===== src/shared/npo_pkg.sv =====
// Package with offsets, field positions, resets and decode codes.
package npo_pkg;
	// Register word indexes; every APB byte offset below is the index times four.
	localparam logic [3:0] PT_IDX = 4'h8; // Passive target options index.
	localparam logic [3:0] SM_IDX = 4'h9; // Stream mode options index.
	localparam logic [3:0] AX_IDX = 4'hA; // Auxiliary options index.
	localparam logic [3:0] ST_IDX = 4'hB; // Derived status index.
	localparam logic [7:0] PT_ADDR = {2'h0, PT_IDX, 2'h0};
	localparam logic [7:0] SM_ADDR = {2'h0, SM_IDX, 2'h0};
	localparam logic [7:0] AX_ADDR = {2'h0, AX_IDX, 2'h0};
	localparam logic [7:0] ST_ADDR = {2'h0, ST_IDX, 2'h0};
	// Writable bit masks; reserved bits are dropped on write.
	localparam logic [7:0] PT_MASK = 8'hFD;
	localparam logic [7:0] SM_MASK = 8'h7F;
	localparam logic [7:0] AX_MASK = 8'hBF;
	localparam logic [7:0] REG_RST = 8'h00;
	// Field positions.
	localparam int FDEL_HI = 7;
	localparam int FDEL_LO = 4;
	localparam int P2P_OFF_BIT = 3;
	localparam int FELPOLL_OFF_BIT = 2;
	localparam int TYPEA_OFF_BIT = 0;
	localparam int SCF_HI = 6;
	localparam int SCF_LO = 5;
	localparam int SCP_HI = 4;
	localparam int SCP_LO = 3;
	localparam int STX_HI = 2;
	localparam int STX_LO = 0;
	localparam int SKIPCRC_BIT = 7;
	localparam int UID_HI = 5;
	localparam int UID_LO = 4;
	localparam int QSHIFT_BIT = 3;
	localparam int PULSE_BIT = 2;
	localparam int NVAL_HI = 1;
	localparam int NVAL_LO = 0;
	// Receive protocol selector codes.
	typedef enum logic [2:0] {
		NPO_RX_ISOA = 3'h0,
		NPO_RX_ISOB = 3'h1,
		NPO_RX_NFCF = 3'h3,
		NPO_RX_T1T = 3'h2,
		NPO_RX_STREAM = 3'h6
	} npo_rxproto_e;
	// Stream subcarrier division codes and log2 of dividers.
	localparam logic [1:0] SCF_F16 = 2'h2;
	localparam logic [1:0] SCF_F32 = 2'h1;
	localparam logic [1:0] SCP_P8 = 2'h3;
	localparam logic [3:0] LOG_DIV64 = 4'h6;
	localparam logic [3:0] LOG_DIV16 = 4'h4;
	localparam logic [3:0] LOG_DIV128 = 4'h7;
	localparam logic [3:0] LOG_INVALID = 4'h0;
endpackage


===== src/hdl/npo_stream_decode.sv =====
// Decoder of stream mode fields into divider and pulse figures.
`timescale 1ns/1ps
module npo_stream_decode (
	input wire logic bpskMode, // High when BPSK stream is selected.
	input wire logic [1:0] scfSel, // Subcarrier frequency code.
	input wire logic [1:0] scpSel, // Pulse count code.
	input wire logic [2:0] stxSel, // Tx modulator period code.
	output logic [3:0] subLog2Div, // log2 of carrier divider, 0 if invalid.
	output logic [3:0] pulseCount, // Pulses per report, 0 if invalid.
	output logic [3:0] txLog2Div, // log2 of Tx period divider, 0 if RFU.
	output logic cfgValid // High when every field is legal.
);
	import npo_pkg::*;

	// Subcarrier divider and pulse count follow the stream style.
	always_comb begin
		// subcarrier divider select
		if (bpskMode) begin
			subLog2Div = (scfSel == 2'h0) ? LOG_DIV16 : LOG_INVALID;
		end else begin
			subLog2Div = 4'(LOG_DIV64 - {2'h0, scfSel});
		end
		// pulse count select
		pulseCount = 4'(4'h1 << scpSel);
		if (!bpskMode && !scpSel[1]) begin
			pulseCount = 4'h0;
		end
	end

	// Tx period, top bit reserved.
	assign txLog2Div = stxSel[2] ? LOG_INVALID :
		4'(LOG_DIV128 - {2'h0, stxSel[1:0]});
	assign cfgValid = (subLog2Div != LOG_INVALID) &&
		(pulseCount != 4'h0) && (txLog2Div != LOG_INVALID);
endmodule


===== src/hdl/npo_rx_select.sv =====
// Receiver style and CRC bypass selection.
`timescale 1ns/1ps
module npo_rx_select (
	input wire logic [2:0] rxProto, // Receive protocol code.
	input wire logic [1:0] scfSel, // Stream subcarrier code.
	input wire logic [1:0] scpSel, // Stream pulse count code.
	input wire logic pulseSel, // Pulse receiver select bit.
	input wire logic skipCrcCfg, // Software CRC bypass bit.
	input wire logic autoNoCrc, // REQA/WUPA or anticollision running.
	output logic usePulse, // High for pulse reception.
	output logic rxStyleBad, // High when requested style is unavailable.
	output logic crcCheckEn // High when receive CRC is checked.
);
	import npo_pkg::*;
	logic corrAvail; // Correlator reception is possible.
	logic pulseAvail; // Pulse reception is possible.

	// correlator or pulse reception
	always_comb begin
		corrAvail = 1'b1;
		pulseAvail = 1'b1;
		case (rxProto)
			NPO_RX_ISOA, NPO_RX_T1T: begin
				pulseAvail = 1'b0;
			end
			NPO_RX_STREAM: begin
				corrAvail = (scfSel == SCF_F32) && (scpSel == SCP_P8);
			end
			default: begin
				corrAvail = 1'b1;
			end
		endcase
		usePulse = pulseSel && pulseAvail;
		rxStyleBad = pulseSel ? !pulseAvail : !corrAvail;
	end

	// CRC check unless bypassed.
	assign crcCheckEn = !skipCrcCfg && !autoNoCrc;
endmodule


===== src/hdl/npo_option_regs.sv =====
// APB register bank of NFC protocol options and their derived controls.
`timescale 1ns/1ps

// Notes on behaviour
// Trim shortens frame delay by carrier periods.
// Zero trim gives the nominal delay.
// Software should start with trim two.
// Bit three disables active peer frames.
// Bit two suppresses automatic poll reply.
// Bit zero disables automatic type A anticollision.
// Disabled auto replies route all through FIFO.
// Subcarrier code picks the stream carrier divider.
// Pulse code picks pulses per report.
// Tx period code picks modulator divider.
// Bit seven skips receive CRC check.
// REQA, WUPA, anticollision skip CRC automatically.
// UID size code picks four or seven.
// Quarter shift clock for phase and PM.
// Software keeps quarter shift zero for PM.
// Pulse select bit chooses receiver style.
// Software picks a style the mode supports.
// Two bit n value feeds field commands.
// Software writes n before field commands.
// All bits reset zero and are RW.
// Reserved bits read zero, writes ignored.
module npo_option_regs (
	input wire logic clk, // 100 MHz clock.
	input wire logic resetn, // Asynchronous reset, active low.
	input wire logic psel, // APB select.
	input wire logic penable, // APB access phase.
	input wire logic pwrite, // APB direction, high for write.
	input wire logic [7:0] paddr, // APB byte address.
	input wire logic [31:0] pwdata, // APB write data.
	output logic [31:0] prdata, // APB read data.
	output logic pready, // APB ready, always high.
	output logic pslverr, // APB error for unmapped address.
	input wire logic [15:0] nominalFdt, // Nominal frame delay in fc periods.
	input wire logic bpskMode, // High for BPSK stream mode.
	input wire logic [2:0] rxProto, // Active receive protocol code.
	input wire logic autoNoCrc, // REQA/WUPA or anticollision in progress.
	input wire logic usePm, // High while PM demodulation is used.
	output logic [15:0] frameDelay, // Frame delay in fc periods.
	output logic activeP2pRecogEn, // Active peer frame recognition on.
	output logic autoPollReplyEn, // Automatic poll reply allowed.
	output logic autoTypeaCollEn, // Automatic type A anticollision on.
	output logic fifoOnlyTarget, // Target exchanges go through FIFO only.
	output logic [3:0] subLog2Div, // Stream subcarrier divider, log2.
	output logic [3:0] pulseCount, // Stream pulses per report.
	output logic [3:0] txLog2Div, // Stream Tx period divider, log2.
	output logic crcCheckEn, // Receive CRC check enabled.
	output logic uidSeven, // High for 7 byte UID.
	output logic phaseClkShift, // 90 degree clock for phase measurement.
	output logic pmClkShift, // 90 degree clock for PM demodulation.
	output logic usePulse, // Pulse receiver in use.
	output logic [1:0] fieldOnN // The n value for field-on commands.
);
	import npo_pkg::*;

	logic [7:0] ptReg_ff; // Passive target options.
	logic [7:0] smReg_ff; // Stream mode options.
	logic [7:0] axReg_ff; // Auxiliary options.
	logic [31:0] prdata_ff; // Registered read data.
	logic pslverr_ff; // Registered error flag.
	logic [31:0] nxt_prdata; // Next read data.
	logic nxt_pslverr; // Next error flag.
	logic wrEn; // Write taken this cycle.
	logic rdEn; // Setup phase of a read.
	logic addrHit; // Address maps to a register.
	logic streamOk; // Stream fields legal.
	logic rxStyleBad; // Chosen receiver style unavailable.
	logic [4:0] fdelTrim; // Trim as an unsigned width-safe value.

	// The slave answers in one access cycle, so ready stays high.
	assign pready = 1'b1;
	assign wrEn = psel && penable && pwrite && addrHit;
	assign rdEn = psel && !penable && !pwrite;
	assign addrHit = (paddr == PT_ADDR) || (paddr == SM_ADDR) ||
		(paddr == AX_ADDR) || (paddr == ST_ADDR);

	// Passive target register write.
	always_ff @(posedge clk or negedge resetn) begin
		// reset to zero
		if (!resetn) begin
			ptReg_ff <= REG_RST;
		end else if (wrEn && paddr == PT_ADDR) begin
			// mask reserved bits
			ptReg_ff <= pwdata[7:0] & PT_MASK;
		end
	end

	// Stream mode register write.
	always_ff @(posedge clk or negedge resetn) begin
		if (!resetn) begin
			smReg_ff <= REG_RST;
		end else if (wrEn && paddr == SM_ADDR) begin
			// mask reserved bit
			smReg_ff <= pwdata[7:0] & SM_MASK;
		end
	end

	// Auxiliary register write.
	always_ff @(posedge clk or negedge resetn) begin
		if (!resetn) begin
			axReg_ff <= REG_RST;
		end else if (wrEn && paddr == AX_ADDR) begin
			// host writable bits
			axReg_ff <= pwdata[7:0] & AX_MASK;
		end
	end

	// Read mux, captured in setup so data is stable in access.
	always_comb begin
		nxt_prdata = prdata_ff;
		nxt_pslverr = 1'b0;
		if (rdEn) begin
			case (paddr)
				PT_ADDR: begin
					nxt_prdata = {24'h0, ptReg_ff};
				end
				SM_ADDR: begin
					nxt_prdata = {24'h0, smReg_ff};
				end
				AX_ADDR: begin
					nxt_prdata = {24'h0, axReg_ff};
				end
				ST_ADDR: begin
					// Status: stream legality, style fault, CRC check.
					nxt_prdata = {29'h0, crcCheckEn, rxStyleBad, streamOk};
				end
				default: begin
					nxt_prdata = 32'h0;
					nxt_pslverr = 1'b1;
				end
			endcase
		end else if (psel && !penable) begin
			nxt_pslverr = !addrHit;
		end else if (psel && penable) begin
			nxt_pslverr = pslverr_ff;
		end
	end

	// Registered read data and error.
	always_ff @(posedge clk or negedge resetn) begin
		if (!resetn) begin
			prdata_ff <= 32'h0;
			pslverr_ff <= 1'b0;
		end else begin
			prdata_ff <= nxt_prdata;
			pslverr_ff <= nxt_pslverr;
		end
	end
	assign prdata = prdata_ff;
	assign pslverr = pslverr_ff && psel && penable;

	// trim subtracts carrier periods, zero keeps nominal.
	assign fdelTrim = {1'b0, ptReg_ff[FDEL_HI:FDEL_LO]};
	assign frameDelay = (nominalFdt > {11'h0, fdelTrim}) ?
		16'(nominalFdt - {11'h0, fdelTrim}) : 16'h0;

	// auto response switches, active when bit is zero.
	assign activeP2pRecogEn = !ptReg_ff[P2P_OFF_BIT];
	assign autoPollReplyEn = !ptReg_ff[FELPOLL_OFF_BIT];
	assign autoTypeaCollEn = !ptReg_ff[TYPEA_OFF_BIT];
	// host handles exchanges when automatic replies are off.
	assign fifoOnlyTarget = ptReg_ff[FELPOLL_OFF_BIT] &&
		ptReg_ff[TYPEA_OFF_BIT];

	// UID size, reserved codes treated as 4 bytes.
	assign uidSeven = (axReg_ff[UID_HI:UID_LO] == 2'h1);
	// quarter shift for phase and PM paths.
	assign phaseClkShift = axReg_ff[QSHIFT_BIT];
	assign pmClkShift = axReg_ff[QSHIFT_BIT] && usePm;
	// n value for field-on commands.
	assign fieldOnN = axReg_ff[NVAL_HI:NVAL_LO];

	// Stream field decode.
	npo_stream_decode uStream (
		.bpskMode(bpskMode),
		.scfSel(smReg_ff[SCF_HI:SCF_LO]),
		.scpSel(smReg_ff[SCP_HI:SCP_LO]),
		.stxSel(smReg_ff[STX_HI:STX_LO]),
		.subLog2Div(subLog2Div),
		.pulseCount(pulseCount),
		.txLog2Div(txLog2Div),
		.cfgValid(streamOk)
	);

	// Receiver style and CRC control.
	npo_rx_select uRx (
		.rxProto(rxProto),
		.scfSel(smReg_ff[SCF_HI:SCF_LO]),
		.scpSel(smReg_ff[SCP_HI:SCP_LO]),
		.pulseSel(axReg_ff[PULSE_BIT]),
		.skipCrcCfg(axReg_ff[SKIPCRC_BIT]),
		.autoNoCrc(autoNoCrc),
		.usePulse(usePulse),
		.rxStyleBad(rxStyleBad),
		.crcCheckEn(crcCheckEn)
	);
endmodule


===== config.mk =====
export PLATFORM = sky130hd
export DESIGN_NAME = npo_option_regs
export DESIGN_NICKNAME = d
export VERILOG_FILES = /design/src/shared/npo_pkg.sv /design/src/hdl/npo_stream_decode.sv /design/src/hdl/npo_rx_select.sv /design/src/hdl/npo_option_regs.sv
export SDC_FILE = /design/constraint.sdc
export NUM_CORES = 1
export LEC_CHECK = 0
export ABC_AREA = 1
export BUFFER_PORTS_ARGS = -buffer_cell sky130_fd_sc_hd__buf_2
export CAP_MARGIN = 15
export CORE_AREA = 2 2 79 81
export DETAILED_ROUTE_END_ITERATION = 12
export DIE_AREA = 0 0 81 83
export PLACE_DENSITY = 0.9
export REMOVE_ABC_BUFFERS = 1
export SYNTH_ARGS = -nofsm -noshare
export SYNTH_HDL_FRONTEND = slang
export SYNTH_SLANG_ARGS = --single-unit

===== constraint.sdc =====
create_clock -name clk -period 2.4 [get_ports clk]
set_clock_uncertainty 0.15 [all_clocks]
set_input_delay 0.36 -clock clk [delete_from_list [all_inputs] [get_ports clk]]
set_output_delay 0.36 -clock clk [all_outputs]
set_load 0.005 [all_outputs]

# After elaboration in Yosys (flattened, before gate mapping)
# Index checks and enable logic that the tools add are counted.
[word_totals] reg_bits=54 out_inout_bits=73 word_cells=72
[op_classes] reduce_logical=39 muxes=13 add_sub_neg=3 shift=1 eq_ne=10 n_lt_le_gt_ge=1
[op_table] operator="$eq 8x6->1 const B" count=4
[op_table] operator="$pmux 8 s4" count=1
[op_table] operator="$logic_and 1x1->1" count=18
[op_table] operator="$gt 16x4->1" count=1
[op_table] operator="$mux 16" count=1
[op_table] operator="$sub 16x4->16" count=1
[op_table] operator="$mux 4" count=3
[op_table] operator="$reduce_bool 4->1" count=3
[op_table] operator="$logic_not 1->1" count=11
[op_table] operator="$sub 3x2->4 const A" count=2
[op_table] operator="$mux 1" count=7
[op_table] operator="$eq 2x1->1 const B" count=2
[op_table] operator="$reduce_or 4->1" count=1
[op_table] operator="$shl 1x2->4 const A" count=1
[op_table] operator="$eq 3x2->1 const B" count=1
[op_table] operator="$eq 3x3->1 const B" count=1
[op_table] operator="$logic_not 3->1" count=1
[op_table] operator="$logic_or 1x1->1" count=3
[op_table] operator="$mux 3" count=1
[op_table] operator="$ne 3x2->1 const B" count=1
[op_table] operator="$eq 2x2->1 const B" count=1
[op_table] operator="$logic_not 2->1" count=1
[op_table] operator="$reduce_or 2->1" count=1

# Depth between registers and ports, before layout
[depth] word_depth=7 depth_mapped=11 mapped_depth_nobuf=11

# Cells and area by module
# Synthesis repeated with hierarchy kept, for this count alone.
[hier_totals] cells_unflattened=370 hier_area_um2=2588.7
[by_module_without_submodules] mod="npo_option_regs" instances=1 seq_area_each_um2=750.7 area_per_inst_um2=2376.0 cells_each=328
[by_module_without_submodules] mod="npo_stream_decode" instances=1 seq_area_each_um2=0.0 area_per_inst_um2=156.4 cells_each=30
[by_module_without_submodules] mod="npo_rx_select" instances=1 seq_area_each_um2=0.0 area_per_inst_um2=56.3 cells_each=12

# Worst setup path after synthesis
# OpenSTA, ideal clock, no wires.
[synth_timing] kind="input -> output" from="input nominalFdt[0]" to="output frameDelay[12]" slack_ns=0.261 path_stages=11 required_ns=1.890 t_arrival_ns=1.629 cell_sequence="inv_1 > ha_1 > fa_1 > inv_1 > nand2_1 > nand2_2 > nand2_1 > nand3_1 > buf_6 > o21ai_0 > a21oi_1"
[synth_via] elab_chain_len=2 elab_cells_between_ends=3
[synth_rtl] element="start: declaration" line_no="npo_option_regs.sv:37" rtl="input wire logic [15:0] nominalFdt,"
[synth_rtl] element="$sub 16x4->16 / $gt 16x4->1 (equally long branches)" line_no="npo_option_regs.sv:158, npo_option_regs.sv:157"
[synth_rtl] element="$mux 16 *" line_no="npo_option_regs.sv:157" rtl="assign frameDelay = (nominalFdt > {11'h0, fdelTrim}) ?"
[synth_rtl] element="end: declaration" line_no="npo_option_regs.sv:42" rtl="output logic [15:0] frameDelay,"
# Every way passes the cells marked *; elsewhere a longest branch is shown, timed or not.

# Worst setup path in the final report
[layout_timing] from="register ptReg_ff[5]" to="output frameDelay[7]"
[layout_via] elab_chain_len=2 elab_cells_between_ends=3
[layout_rtl] element="start: declaration" line_no="npo_option_regs.sv:59" rtl="logic [7:0] ptReg_ff;"
[layout_rtl] element="start signal: assignment" line_no="npo_option_regs.sv:87" rtl="ptReg_ff <= pwdata[7:0] & PT_MASK;"
[layout_rtl] element="$sub 16x4->16 / $gt 16x4->1 (equally long branches)" line_no="npo_option_regs.sv:158, npo_option_regs.sv:157"
[layout_rtl] element="$mux 16 *" line_no="npo_option_regs.sv:157"
# Marks and branches as above.

==> impl_results.md <==
* Result of the run: finished, violations left
* Failing checks: setup timing
* CORE AREA at 5816 um2
* Vias in the first global route at 2521
* Final critical-path required period at 2.474 ns
* Die ar. at 6723 um2
* Max Buffers Root-to-Sink at 2
* Pins over their slew limit at 0
* Htree depth at 2
* Die Y at 83 um
* DPL Wire Length at 5249 um
* RR Startpoint: smReg_ff[5]$_DFFE_PN0P_
* Via density at 4.836
* Worst Hold Path EP: axReg_ff[1]$_DFFE_PN0P_
* Crit-path slowest cell: dfrtp_1
* Std cell rows at 28
* First-pass GRT wire length at 11120 um
* Setup_tns at -0.4650 ns
* Worst skew pair latency at 0.28 ns
* Hold WC Path Type: primary input to register
* GPL Wtd Cong at 0.8656
* Initial Utilization at 43.76%
* YS warnings at 0
* Hold_sp: pwdata[1]
* Power density over the cells at 367.6 nW/um2
* Area delta synth->final at 25.61%
* RSZ-0062 raised after global routing: true
* WHS Path Cells at 3
* Non-filler cells, final at 550
* Crit path max fanout at 3
* Initial DRC count at 167
* Startpoint Class: register
* Max frequency at 404.2 MHz
* Nets at 549
* Share of cells above drive strength 1 at 33.47%
* Cells on worst reg2reg path at 8
* Tcrit/Tclk final at 103.1%
* Initial antenna violation count at 0
* Worst Path Arrival at 1.96 ns
* Total Power at 1.175 mW
* Total CTS buffers at 5
* Fin. Hold Viols at 0
* Seq/Total Area, Yosys at 29.50%
* Total GRT Usage at 20.55%
* CTS Sinks at 30
* Pre-antenna DRT Iters at 4
* FF+latch count, synth at 30
* Fin Hold WS at 0.1770 ns
* CP most frequent cell: nand2_1
* Mean Syn Cell Area at 6.787 um2
* Mapped Cells at 375
* Max-cap violation count at 0
* CP Capture Type: primary output
* Io pins at 140
* Final WS setup at -0.07398 ns
* # port buffers at 88
* Clock tree root buffer cell: clkbuf_8
* Worst Path Required at 1.89 ns
* DR vias at 2660
* TritonCTS clock tree: yes
* Critical register-to-register path endpoint: prdata[0]$_DFFE_PN0P_
* Worst-margin pin slew at 0.6869 ns
* GR Overflow Total at 0
* Commonest non-fill, non-tap cell in the layout: buf_2
* Die Span X at 81 um
* Rel. slew slack at 54.21%
* Kind of critical path: register to primary output
* CP Cell Sequence: inv_1 -> ha_1 -> nand2_1 -> nor2_1 -> nor2_2 -> inv_1 -> a21oi_1 -> nand2_1 -> nand2_1 -> nor2_1 -> buf_2
* Largest net degree at the start of global routing at 31
* Worst IR Drop VDD at 0.2576 mV
* CP max stage delay at 0.42 ns
* Most frequent cells in the layout: 88 x buf_2, 85 x nand2_1, 54 x inv_1
* Routed WL at 6811 um
* Ant diodes at 0
* Reg clk slew, reported paths at 0.06 ns
* Leakage at 1.856 nW
* Reg2reg setup slack at 0.74 ns
* Final setup viols at 11
* DRC viols at 0
* Wire length per cell at 12.38 um
* Yosys cell types at 28
* Synthesized area at 2545 um2
* Placed Instances at 535
* Post-DRT Antenna Nets at 0
-- worst max-delay path, delay by kind of cell (launching register included) --
kind	cells	cell delay (ns)
simple gates	6	0.47
flops	1	0.42
compound gates	1	0.21
buf+inv	3	0.28
fa+ha+maj	1	0.29
-- synthesized netlist by cell type (all sizes together) --
library cell / n / area share (%)
a21oi: 11 / 2.2
a31oi: 1 / 0.25
buf: 33 / 10
conb: 2 / 0.30
dfrtp: 30 / 29
fa: 1 / 0.79
ha: 7 / 3.4
inv: 61 / 9.0
nand2: 99 / 15
nand3: 27 / 6.3
nand3b: 1 / 0.79
nand4: 11 / 2.7
nor2: 55 / 9.5
nor3: 4 / 0.79
o211ai: 3 / 0.88
o21ai: 23 / 6.1
o22ai: 2 / 0.49
or2: 1 / 0.25
xor2: 3 / 1.0
-- per-stage QoR --
stage          area, um2  utilization [%]  worst slack [ns]
2_1_floorplan       2380                -            0.1826
3_5_place_dp        2952            50.75          -0.07667
6_report            3197            54.97          -0.07398
5_1_grt             3197            54.97           -0.2150
3_3_place_gp        2952            50.75          -0.02753
4_1_cts             3173            54.56           -0.1048
-- logic make-up (layout without fill, tap and decap cells) --
group / after synthesis / count (layout) / synth area share, %
flops: 30 / 30 / 29.50
other cells: 2 / 27 / 0.2951
simple gates: 198 / 198 / 35.84
xor+xnor: 3 / 3 / 1.033
buf+inv: 94 / 169 / 19.17
fa+ha+maj: 8 / 8 / 4.228
compound gates: 40 / 40 / 9.931
-- cell type report --
class / count / area, um2
clock buffer: 7 / 86.33
clock inverter: 1 / 5.005
fill: 551 / 2619
inverter: 61 / 234.0
multi-input combinational: 276 / 1483
sequential: 30 / 750.7
tap: 75 / 93.84
timing repair buffer: 100 / 544.3
-- sequential cells by signal, summed over array words and instances, names as in the netlist --
register and flops:
prdata 8, axReg_ff 7, pslverr_ff 1, smReg_ff 7, ptReg_ff 7
-- power by group --
group	switching, mW	internal, mW	total [mW]
clock network	0.193	0.231	0.424
logic	0.145	0.0889	0.234
registers	0.00479	0.513	0.518
total	0.342	0.833	1.18
-- worst max path at each step --
stage / from / slack (ns) / endpoint
2_1_floorplan: nominalFdt[0] / 0.18 / frameDelay[14]
3_3_place_gp: nominalFdt[0] / -0.03 / frameDelay[3]
3_5_place_dp: nominalFdt[0] / -0.08 / frameDelay[3]
4_1_cts: ptReg_ff[4]$_DFFE_PN0P_ / -0.10 / frameDelay[3]
5_1_grt: ptReg_ff[6]$_DFFE_PN0P_ / -0.21 / frameDelay[7]
6_report: ptReg_ff[5]$_DFFE_PN0P_ / -0.07 / frameDelay[7]
-- repair_timing --
action | 4_1_cts | 5_1_grt
setup buffers | 6 | 0
resized for setup | 24 | 7
endpoints found under the setup margin | 16 | 16
hold endpoints to repair | 30 | 0
hold buffers | 1 | 0
pin swaps | 2 | 4
-- per-layer routing --
| layer | GRT usage [%] | wire [um] |
|---|---|---|
| met5 | 0 | 0 |
| met4 | 5.547 | 85 |
| met3 | 3.804 | 531 |
| met2 | 36.21 | 3495 |
| met1 | 25.21 | 2698 |
Note: power is estimated with default switching activity, not from simulation.
